==> src/design/atlc_pkg.sv <==
// Constants, field layouts and carrier types of the auto-reload timer
// Notes on behaviour
// - Sixteen-bit counter built from two byte registers
// - Full wrap reloads pair, sets high flag
// - Timer enable requests interrupt on full overflow
// - Low-byte enable adds low-byte wrap interrupts
// - Unsplit clock: sysclk, sysclk/12, external/8
// - Divided oscillator clocks synchronised to sysclk
// - Suspend overflow wakes device, counting continues
// - Sync status high three ticks after a wake not caused by the timer
// - Oscillator-divided clock counts only with divider one
// - Split: two bytes reload from own registers
// - Split: run gates high byte only
// - Per-byte sysclk select else shared source field
// - Split: each byte wrap sets its flag
// - Split interrupts: high always, low when enabled
// - Overflow flags cleared only by software
// - Capture: oscillator falling edge copies count, sets flag
// - Control register at 0x91, resets to zero
package atlc_pkg;

	// Register addresses on the plain register port
	localparam logic [7:0] ATLC_ADDR_CTRL = 8'h91;
	localparam logic [7:0] ATLC_ADDR_RELOAD_LOW = 8'h92;
	localparam logic [7:0] ATLC_ADDR_RELOAD_HIGH = 8'h93;
	localparam logic [7:0] ATLC_ADDR_COUNT_LOW = 8'h94;
	localparam logic [7:0] ATLC_ADDR_COUNT_HIGH = 8'h95;
	localparam logic [7:0] ATLC_ADDR_CLKCTL = 8'h8e;
	localparam logic [7:0] ATLC_ADDR_IRQEN = 8'he6;
	localparam logic [7:0] ATLC_ADDR_OSCCTL = 8'hb2;

	// Bit positions in the side registers
	localparam int ATLC_BIT_HIGH_SYS = 7;
	localparam int ATLC_BIT_LOW_SYS = 6;
	localparam int ATLC_BIT_IRQ_EN = 7;
	localparam int ATLC_BIT_SYNC = 4;

	// Reset values
	localparam logic [7:0] ATLC_CTRL_RESET = 8'h00;
	localparam logic [15:0] ATLC_WORD_RESET = 16'h0000;

	// Counter extremes
	localparam logic [15:0] ATLC_ALL_ONES16 = 16'hffff;
	localparam logic [7:0] ATLC_ALL_ONES8 = 8'hff;
	localparam logic [7:0] ATLC_BYTE_ZERO = 8'h00;

	// Clock dividers and wake sync length in timer ticks
	localparam int ATLC_SYSCLK_DIV = 12;
	localparam int ATLC_OSC_DIV = 8;
	localparam int ATLC_DIV_W = 8;
	localparam logic [1:0] ATLC_SYNC_TICKS = 2'h3;

	// Shared clock source field encodings
	typedef enum logic [1:0] {
		ATLC_SRC_DIV12 = 2'b00,
		ATLC_SRC_EXT8 = 2'b01,
		ATLC_SRC_RSVD = 2'b10,
		ATLC_SRC_LFO = 2'b11
	} atlc_src_t;

	// Control register, bit 7 down to bit 0
	typedef struct packed {
		logic high_overflow_flag;
		logic low_overflow_flag;
		logic low_byte_irq_enable;
		logic osc_capture_enable;
		logic split_mode_select;
		logic run_control;
		logic [1:0] clock_source_field;
	} atlc_ctrl_t;

	// Register port request
	typedef struct packed {
		logic [7:0] addr;
		logic [7:0] wdata;
		logic wr;
		logic rd;
	} atlc_bus_t;

	// Whole state of the timer core
	typedef struct packed {
		atlc_ctrl_t ctrl;
		logic [15:0] count;
		logic [15:0] reload;
		logic high_byte_sysclk_select;
		logic low_byte_sysclk_select;
		logic irq_en;
		logic [3:0] div12;
		logic sync_busy;
		logic [1:0] sync_cnt;
		logic susp_d;
		logic wake;
		logic irq;
		logic [7:0] rdata;
	} atlc_state_t;

	// Whole state of one oscillator tick generator
	typedef struct packed {
		logic s1;
		logic s2;
		logic prev;
		logic [ATLC_DIV_W-1:0] div;
		logic tick;
		logic fall;
	} atlc_sync_t;

endpackage

==> src/design/atlc_tick_gen.sv <==
// Pin synchroniser with divide-by-N tick and falling edge pulse
`timescale 1ns/10ps
`default_nettype none
module atlc_tick_gen import atlc_pkg::*; #(
	parameter int DIV = ATLC_OSC_DIV
) (
	input wire logic clock,
	input wire logic rst,
	input wire logic pin,
	output logic tick,
	output logic fall
);

	atlc_sync_t st; // Registered state
	atlc_sync_t next_st; // Next state

	// Synchronise, detect edges, divide rising edges
	always_comb begin
		next_st = st;
		next_st.s1 = pin;
		next_st.s2 = st.s1;
		next_st.prev = st.s2;
		next_st.tick = 1'b0;
		next_st.fall = st.prev & ~st.s2;
		if (st.s2 && !st.prev) begin
			// One rising edge of the oscillator
			if (st.div == ATLC_DIV_W'(DIV - 1)) begin
				next_st.div = '0;
				next_st.tick = 1'b1;
			end else begin
				next_st.div = st.div + 1'b1;
			end
		end
	end

	// State register
	always_ff @(posedge clock) begin
		if (rst) begin
			st <= '0;
		end else begin
			st <= next_st;
		end
	end

	assign tick = st.tick;
	assign fall = st.fall;

endmodule
`default_nettype wire

==> src/design/atlc_timer.sv <==
// Auto-reload timer core with split mode, capture and suspend wake
`timescale 1ns/10ps
`default_nettype none
module atlc_timer import atlc_pkg::*; #(
	parameter int SYS_DIV = ATLC_SYSCLK_DIV,
	parameter int OSC_DIV = ATLC_OSC_DIV
) (
	input wire logic clock,
	input wire logic rst,
	input wire atlc_bus_t bus,
	output logic [7:0] rdata,
	input wire logic ext_osc_in,
	input wire logic lfo_in,
	input wire logic lfo_div_is_one,
	input wire logic suspend,
	output logic irq_request,
	output logic wake_request,
	output logic suspend_sync_status
);

	atlc_state_t st; // Registered state
	atlc_state_t next_st; // Next state
	logic ext_tick; // External oscillator divided tick
	logic lfo_tick; // Low-frequency oscillator divided tick
	logic lfo_fall; // Falling edge of the oscillator
	logic t12; // Sysclk divided by twelve tick
	logic lfo_ok; // Oscillator tick gated by divider setting
	logic tl; // Low byte clock enable
	logic th; // High byte clock enable
	logic ov_l; // Low byte wrap this cycle
	logic ov_h; // High byte or full wrap this cycle
	logic cap; // Capture this cycle

	// External oscillator divided by eight
	atlc_tick_gen #(.DIV(OSC_DIV)) u_ext (
		.clock(clock),
		.rst(rst),
		.pin(ext_osc_in),
		.tick(ext_tick),
		.fall()
	);

	// Low-frequency oscillator divided by eight, plus falling edge
	atlc_tick_gen #(.DIV(OSC_DIV)) u_lfo (
		.clock(clock),
		.rst(rst),
		.pin(lfo_in),
		.tick(lfo_tick),
		.fall(lfo_fall)
	);

	// Pick the clock enable of one byte
	function automatic logic sel_tick(input logic sys_sel,
			input logic [1:0] src, input logic d12, input logic dext,
			input logic dlfo);
		logic r;
		r = 1'b0;
		if (sys_sel) begin
			r = 1'b1;
		end else begin
			case (atlc_src_t'(src))
				ATLC_SRC_DIV12: r = d12;
				ATLC_SRC_EXT8: r = dext;
				ATLC_SRC_LFO: r = dlfo;
				default: r = 1'b0;
			endcase
		end
		return r;
	endfunction

	// True when a byte is at all ones
	function automatic logic at_top8(input logic [7:0] v);
		return v == ATLC_ALL_ONES8;
	endfunction

	// Counting, capture, register port and status
	always_comb begin
		next_st = st;
		ov_l = 1'b0;
		ov_h = 1'b0;
		cap = 1'b0;
		// Sysclk prescaler
		t12 = st.div12 == 4'(SYS_DIV - 1);
		if (t12) begin
			next_st.div12 = '0;
		end else begin
			next_st.div12 = st.div12 + 1'b1;
		end
		lfo_ok = lfo_tick & lfo_div_is_one;
		tl = sel_tick(st.low_byte_sysclk_select,
			st.ctrl.clock_source_field, t12, ext_tick, lfo_ok);
		th = sel_tick(st.high_byte_sysclk_select,
			st.ctrl.clock_source_field, t12, ext_tick, lfo_ok);
		if (!st.ctrl.split_mode_select) begin
			// One 16-bit counter clocked by the low byte select
			if (st.ctrl.run_control && tl) begin
				if (st.count == ATLC_ALL_ONES16) begin
					next_st.count = st.reload;
					ov_h = 1'b1;
				end else begin
					next_st.count = st.count + 16'h0001;
				end
				ov_l = at_top8(st.count[7:0]);
			end
		end else begin
			// Low byte always runs in split mode
			if (tl) begin
				if (at_top8(st.count[7:0])) begin
					next_st.count[7:0] = st.reload[7:0];
					ov_l = 1'b1;
				end else begin
					next_st.count[7:0] = st.count[7:0] + 8'h01;
				end
			end
			// High byte gated by run
			if (st.ctrl.run_control && th) begin
				if (at_top8(st.count[15:8])) begin
					next_st.count[15:8] = st.reload[15:8];
					ov_h = 1'b1;
				end else begin
					next_st.count[15:8] = st.count[15:8] + 8'h01;
				end
			end
		end
		// Oscillator capture into the reload pair
		if (st.ctrl.osc_capture_enable && lfo_fall) begin
			next_st.reload = st.count;
			cap = 1'b1;
		end
		// Register writes
		if (bus.wr) begin
			case (bus.addr)
				ATLC_ADDR_CTRL: next_st.ctrl = atlc_ctrl_t'(bus.wdata);
				ATLC_ADDR_RELOAD_LOW: next_st.reload[7:0] = bus.wdata;
				ATLC_ADDR_RELOAD_HIGH: next_st.reload[15:8] = bus.wdata;
				ATLC_ADDR_COUNT_LOW: next_st.count[7:0] = bus.wdata;
				ATLC_ADDR_COUNT_HIGH: next_st.count[15:8] = bus.wdata;
				ATLC_ADDR_CLKCTL: begin
					next_st.high_byte_sysclk_select =
						bus.wdata[ATLC_BIT_HIGH_SYS];
					next_st.low_byte_sysclk_select =
						bus.wdata[ATLC_BIT_LOW_SYS];
				end
				ATLC_ADDR_IRQEN: next_st.irq_en = bus.wdata[ATLC_BIT_IRQ_EN];
				default: ;
			endcase
		end
		// Hardware set wins over a clearing write in the same cycle
		if (ov_h || cap) begin
			next_st.ctrl.high_overflow_flag = 1'b1;
		end
		if (ov_l) begin
			next_st.ctrl.low_overflow_flag = 1'b1;
		end
		// Interrupt request follows flags and enables
		next_st.irq = next_st.irq_en &
			(next_st.ctrl.high_overflow_flag |
			(next_st.ctrl.low_byte_irq_enable &
			next_st.ctrl.low_overflow_flag));
		// Wake on counter overflow while suspended
		next_st.susp_d = suspend;
		if (suspend && (ov_h || (st.ctrl.split_mode_select && ov_l))) begin
			next_st.wake = 1'b1;
		end else if (!suspend) begin
			next_st.wake = 1'b0;
		end
		// Sync status after a wake not caused by the timer
		if (st.susp_d && !suspend && !st.wake) begin
			next_st.sync_busy = 1'b1;
			next_st.sync_cnt = ATLC_SYNC_TICKS;
		end else if (st.sync_busy && (tl || th)) begin
			if (st.sync_cnt == 2'h1) begin
				next_st.sync_busy = 1'b0;
			end
			next_st.sync_cnt = st.sync_cnt - 2'h1;
		end
		// Read data stands only in the cycle after the strobe
		next_st.rdata = ATLC_BYTE_ZERO;
		if (bus.rd) begin
			case (bus.addr)
				ATLC_ADDR_CTRL: next_st.rdata = st.ctrl;
				ATLC_ADDR_RELOAD_LOW: next_st.rdata = st.reload[7:0];
				ATLC_ADDR_RELOAD_HIGH: next_st.rdata = st.reload[15:8];
				ATLC_ADDR_COUNT_LOW: next_st.rdata = st.count[7:0];
				ATLC_ADDR_COUNT_HIGH: next_st.rdata = st.count[15:8];
				ATLC_ADDR_CLKCTL: begin
					next_st.rdata[ATLC_BIT_HIGH_SYS] =
						st.high_byte_sysclk_select;
					next_st.rdata[ATLC_BIT_LOW_SYS] =
						st.low_byte_sysclk_select;
				end
				ATLC_ADDR_IRQEN: next_st.rdata[ATLC_BIT_IRQ_EN] = st.irq_en;
				ATLC_ADDR_OSCCTL: next_st.rdata[ATLC_BIT_SYNC] = st.sync_busy;
				default: next_st.rdata = ATLC_BYTE_ZERO;
			endcase
		end
	end

	// State register, control register resets to zero
	always_ff @(posedge clock) begin
		if (rst) begin
			st <= '0;
			st.ctrl <= atlc_ctrl_t'(ATLC_CTRL_RESET);
			st.count <= ATLC_WORD_RESET;
			st.reload <= ATLC_WORD_RESET;
		end else begin
			st <= next_st;
		end
	end

	// Outputs straight from the state register
	assign rdata = st.rdata;
	assign irq_request = st.irq;
	assign wake_request = st.wake;
	assign suspend_sync_status = st.sync_busy;

	// Full wrap reloads the pair
	property p_wrap16;
		@(posedge clock) disable iff (rst)
		(!st.ctrl.split_mode_select && st.ctrl.run_control && tl &&
		st.count == ATLC_ALL_ONES16 && !bus.wr)
		|=> (st.count == $past(st.reload));
	endproperty
	a_wrap16: assert property (p_wrap16)
		else $error("full wrap did not reload the counter");

	// Overflow raises the high flag one cycle later
	property p_flag_high;
		@(posedge clock) disable iff (rst)
		(ov_h || cap) |=> st.ctrl.high_overflow_flag;
	endproperty
	a_flag_high: assert property (p_flag_high)
		else $error("high flag not set after overflow");

	// Stopped unsplit counter holds
	property p_hold;
		@(posedge clock) disable iff (rst)
		(!st.ctrl.split_mode_select && !st.ctrl.run_control && !bus.wr)
		|=> $stable(st.count);
	endproperty
	a_hold: assert property (p_hold)
		else $error("counter moved while stopped");

	// Split low byte counts with run cleared
	property p_split_low;
		@(posedge clock) disable iff (rst)
		(st.ctrl.split_mode_select && !st.ctrl.run_control && tl &&
		!at_top8(st.count[7:0]) && !bus.wr)
		|=> (st.count[7:0] == $past(st.count[7:0]) + 8'h01) &&
		$stable(st.count[15:8]);
	endproperty
	a_split_low: assert property (p_split_low)
		else $error("split low byte did not count alone");

	// Interrupt output matches flags and enables
	property p_irq;
		@(posedge clock) disable iff (rst)
		irq_request == (st.irq_en && (st.ctrl.high_overflow_flag ||
		(st.ctrl.low_byte_irq_enable && st.ctrl.low_overflow_flag)));
	endproperty
	a_irq: assert property (p_irq)
		else $error("interrupt request disagrees with flags");

	// High flag only falls by a control write
	property p_sticky;
		@(posedge clock) disable iff (rst)
		(st.ctrl.high_overflow_flag &&
		!(bus.wr && bus.addr == ATLC_ADDR_CTRL))
		|=> st.ctrl.high_overflow_flag;
	endproperty
	a_sticky: assert property (p_sticky)
		else $error("high flag cleared by hardware");

	// Capture copies the count
	property p_capture;
		@(posedge clock) disable iff (rst)
		(st.ctrl.osc_capture_enable && lfo_fall && !bus.wr)
		|=> (st.reload == $past(st.count)) && st.ctrl.high_overflow_flag;
	endproperty
	a_capture: assert property (p_capture)
		else $error("capture did not copy the counter");

	// Reserved source leaves the low byte still
	property p_reserved;
		@(posedge clock) disable iff (rst)
		(st.ctrl.clock_source_field == ATLC_SRC_RSVD &&
		!st.low_byte_sysclk_select && !bus.wr)
		|=> $stable(st.count[7:0]);
	endproperty
	a_reserved: assert property (p_reserved)
		else $error("reserved source advanced the low byte");

	// Foreign wake raises sync status for at least one cycle
	property p_sync;
		@(posedge clock) disable iff (rst)
		(st.susp_d && !suspend && !st.wake) |=> suspend_sync_status;
	endproperty
	a_sync: assert property (p_sync)
		else $error("sync status missing after foreign wake");

	// Overflow in suspend raises wake
	property p_wake;
		@(posedge clock) disable iff (rst)
		(suspend && ov_h) |=> wake_request;
	endproperty
	a_wake: assert property (p_wake)
		else $error("no wake after suspended overflow");

	// Oscillator source stalls with wrong divider
	property p_lfo_div;
		@(posedge clock) disable iff (rst)
		(!lfo_div_is_one && !st.ctrl.split_mode_select &&
		st.ctrl.clock_source_field == ATLC_SRC_LFO &&
		!st.low_byte_sysclk_select && !bus.wr)
		|=> $stable(st.count);
	endproperty
	a_lfo_div: assert property (p_lfo_div)
		else $error("counter ran with oscillator divider not one");

	// Control read returns the register
	property p_read_ctrl;
		@(posedge clock) disable iff (rst)
		(bus.rd && bus.addr == ATLC_ADDR_CTRL) |=> rdata == $past(st.ctrl);
	endproperty
	a_read_ctrl: assert property (p_read_ctrl)
		else $error("control read returned wrong data");

	// Main scenarios
	c_wrap16: cover property (@(posedge clock) disable iff (rst)
		ov_h && !st.ctrl.split_mode_select);
	c_split_low: cover property (@(posedge clock) disable iff (rst)
		ov_l && st.ctrl.split_mode_select);
	c_capture: cover property (@(posedge clock) disable iff (rst) cap);
	c_wake: cover property (@(posedge clock) disable iff (rst)
		suspend && !wake_request ##1 wake_request);

endmodule
`default_nettype wire

==> config.mk <==
export PLATFORM = sky130hd
export DESIGN_NAME = atlc_timer
export DESIGN_NICKNAME = d
export VERILOG_FILES = /design/src/design/atlc_pkg.sv /design/src/design/atlc_tick_gen.sv /design/src/design/atlc_timer.sv
export SDC_FILE = /design/constraint.sdc
export NUM_CORES = 1
export LEC_CHECK = 0
export BUFFER_PORTS_ARGS = -buffer_cell sky130_fd_sc_hd__buf_4
export CORE_MARGIN = 8
export CORE_UTILIZATION = 45
export CTS_BUF_LIST = sky130_fd_sc_hd__clkbuf_8 sky130_fd_sc_hd__clkbuf_16
export DETAILED_ROUTE_END_ITERATION = 7
export GPL_ROUTABILITY_DRIVEN = 0
export PLACE_DENSITY = 0.67
export SETUP_SLACK_MARGIN = 0.3
export SLEW_MARGIN = 25
export SYNTH_ARGS = -nofsm -noshare
export SYNTH_HDL_FRONTEND = slang
export SYNTH_SLANG_ARGS = --single-unit
==> constraint.sdc <==
create_clock -name clock -period 2.1 [get_ports clock]
set_input_delay 0.63 -clock clock [delete_from_list [all_inputs] [get_ports clock]]
set_output_delay 0.63 -clock clock [all_outputs]
set_load 0.01 [all_outputs]
==> out/summary.md <==
* -0.006221 ns — final critical-path setup slack
* dfxtp_1, nand2_1, nor2_1, a21oi_1, nand3_1 — dominant cells by area after synthesis
* 20.18 µm — routed len/inst
* a2111o_1 — standard cell with the maximum stage delay on the critical path
* u_lfo.fall — worst min-delay path endpoint
* reg2reg — type of the tightest min-delay check
* clkbuf_8 — master cell of the clock root buffer
* 0 — Antenna diodes
* 0.002321 µW — static leakage
* 34 — # port buffers
* 51.53% — worst slew margin relative to its limit
* 10,320 µm² — area inside the core boundary
* 0% — share of flip-flops with an asynchronous set or reset
* 6.255 — routed vias/inst
* 2.38 ns — crit path DAT
* met2 — highest-utilization routing layer at the global route stage
* flop — crit start category
* 2994 µW — Total Power Consumption
* ha_4 > and3b_2 > a2111o_1 > nor2b_4 > a32o_2 > a21o_1 > a32o_1 — worst path cell trace
* 488.7 nW/µm² — power density over the cells
* 23.08% — gr usage total
* 0.01802 ns — worst clock skew
* 100.3% — portion of the clock cycle consumed by the worst path in the final layout
* 11.82 mm — hpwl dp
* 903 — number of fill cells in the layout
* 6 — largest driver fanout on the critical path
* 36.10% — met2 usage
* 35 — count of boundary I/O pins
* 795 — placed cell count
* st[14] — RR Startpoint
* -0.2485 ns — post-placement setup slack
* 0.7253 ns — Least-Margin Pin Slew
* u_lfo.next_st[10] — launch point of the worst hold path
* 28.43% — Synth-to-Final Area Change
* 0 — initial antenna violation count
* 3064 µm² — multi-input logic area
* flop — kind of end point of the critical path
* 0 — drc violations
* done — clock tree from TritonCTS
* reg2reg — critical path class
* 634 — net count after synthesis
* -0.006221 ns — Setup TNS Final
* 713 — Layout Nets
* 1730 µm² — footprint of the flip-flops and latches
* 36.09% — area share of the leading cell type in the synthesized netlist
* 0 — Remaining Overflow, GRT
* setup timing — violations in the final reports
* 14,150 µm² — die outline area
* dfxtp_1 — main flop type after synthesis
* 5,142 — via count
* dfxtp_1 — biggest area consumer among synthesized cells
* 1 — worst hold path depth
* 0.0005537 V — VDD IR max
* 2 — maximum clock path buffer count
* yes — RSZ-0062 raised after global routing
* 0 — final hold violations
* 119.0 µm — floorplan die width
* 7.899 µm² — post-synthesis average cell area
* 9 — number of buffers created by CTS
* 0.37 ns — clock latency at the later pin of the worst-skew pair
* 16.59 mm — final wirelength
* 28.72% — fraction of final layout cells with drive strength greater than 1
* 0.10 ns — clock-pin transition on the worst setup and hold timing paths
* 0 — max-slew violations
* 36.09% — share of synthesized area occupied by flip-flops and latches
* 6.330% — met3 usage
* 2.106 ns — clock period minus final worst setup slack
* 5 — first-pass iteration count of the detailed router
* dfxtp_1 — cell with the most instances after synthesis
* 38 — largest net degree at the start of global routing
* 28.18% — GRT met1 Usage
* st[49] — r2r endpoint
* 1 — Setup Viol. Count Final
* complete, but fails checks — outcome
* 2.37 ns — data required time at the worst endpoint
* 86 — clock tree sinks
* 0.4748 GHz — FMAX
* 66 — post-synth cell types
* 86 — count of state elements after synthesis
* 0 — number of hold-repair buffers added at the cts stage
* -0.006 ns — reg-to-reg slack, setup
* 46.21% — Starting Density
* 0.47 ns — crit-path max cell delay
* 0 — count of yosys warnings during synthesis
* 0.4412 ns — final hold slack
* 604 — cell count after synthesis
* 565 — number of DRC markers in iteration 0
* dfxtp_1, nand2_1, nor2_1 — Synth top cells by count
* 37 — FP Rows
* 7 — length in cells of the worst reg-to-reg path
* 3 — depth of the CTS H-tree
* 4771 µm² — cell area after technology mapping
* 0 — Max Cap Viol
* 119.0 µm — overall die height
* 26.39 mm — first-pass GRT wire length
* 0 — count of antenna-violating nets left after detailed routing
* 822 — number of non-filler instances in the completed layout
* 5,079 — number of global-route vias before repair
* 0 — count of flip-flops with a built-in enable after synthesis
registers in the layout (all words and copies together), names as in the netlist:
name                 count
u_lfo.fall               1
u_ext.tick               1
u_lfo.tick               1
suspend_sync_status      1
st                      50
wake_request             1
u_lfo.st                 9
u_lfo.next_st            2
u_ext.st                 9
irq_request              1
rdata                    8
u_ext.next_st            2
worst max path at each step:
stage,start,to,slack [ns]
floorplan,lfo_div_is_one,st[49],0.002
global placement,lfo_div_is_one,st[37],-0.21
detailed placement,lfo_div_is_one,st[37],-0.25
CTS,st[15],st[49],-0.05
global route,st[45],st[48],-0.1
finish,st[14],st[49],-0.006
metal layers:
layer  wire length (µm)  vias up  part of all wire, %
met5                  0        -                    0
met4                647        0                  3.9
met3               1723       62                   10
met2               7516      293                   45
met1               6704     2406                   40
li1                   -     2381                    -
critical path, delay by kind of cell (launching register included):
kind / cells / cell delay, ns
AO/OA/AOI/OAI: 4 / 1.08
adder cells (fa/ha/maj): 1 / 0.15
flip-flops: 1 / 0.34
AND/OR/NAND/NOR: 2 / 0.43
stage by stage:
| step | utilization, % | cell area (µm²) |
|---|---|---|
| floorplan | - | 4866 |
| global placement | 53.88 | 5563 |
| global route | 59.35 | 6127 |
| detailed placement | 53.88 | 5563 |
| CTS | 57.29 | 5914 |
| finish | 59.35 | 6127 |
cells by family (layout without fill, tap and decap cells):
kind of cell / count (synthesis) / after routing / share of synthesized area, %
simple gates: 261 / 261 / 27.33
flops: 86 / 86 / 36.09
fa+ha+maj: 6 / 6 / 1.574
xor+xnor: 17 / 17 / 3.121
mux: 17 / 17 / 3.567
compound gates: 157 / 157 / 22.53
buf+inv: 60 / 142 / 5.796
timing repair:
action                     CTS  global route
gates resized for setup     40            39
setup endpoints to repair   24            33
setup buffers                6             7
pin swaps                   19            20
report_power, final:
part | switching [µW] | total [µW] | internal, µW
Clock | 595 | 1130 | 530
Combinational | 115 | 207 | 91.7
Sequential | 14.3 | 1660 | 1650
layout by cell type, fill, tap and decap left out, types with 5 or more instances in the layout:
cell type	instances
clkbuf_8	9
a222oi_1	6
xor2_1	10
o21ai_1	5
nand3_1	38
nor3_1	7
inv_1	7
a31oi_1	13
a21o_1	7
dfxtp_1	79
xnor2_1	7
nor2b_1	11
dfxtp_2	7
nor2_1	65
mux2i_1	17
o21ai_0	13
a21oi_1	32
a311oi_1	15
nand4_1	15
nand2_1	66
o211ai_1	5
and3_1	6
a21oi_2	8
buf_4	111
buf_6	8
a22oi_1	7
final cells by class:
cell class | instances | area share, %
Tap cell | 136 | 2.777
Inverter | 7 | 0.4288
Timing Repair Buffer | 121 | 15.64
Multi-Input combinational cell | 458 | 50.01
Clock inverter | 5 | 0.8781
Sequential cell | 86 | 28.24
Clock buffer | 9 | 2.022
No activity file was read; power rests on OpenSTA's default activity.
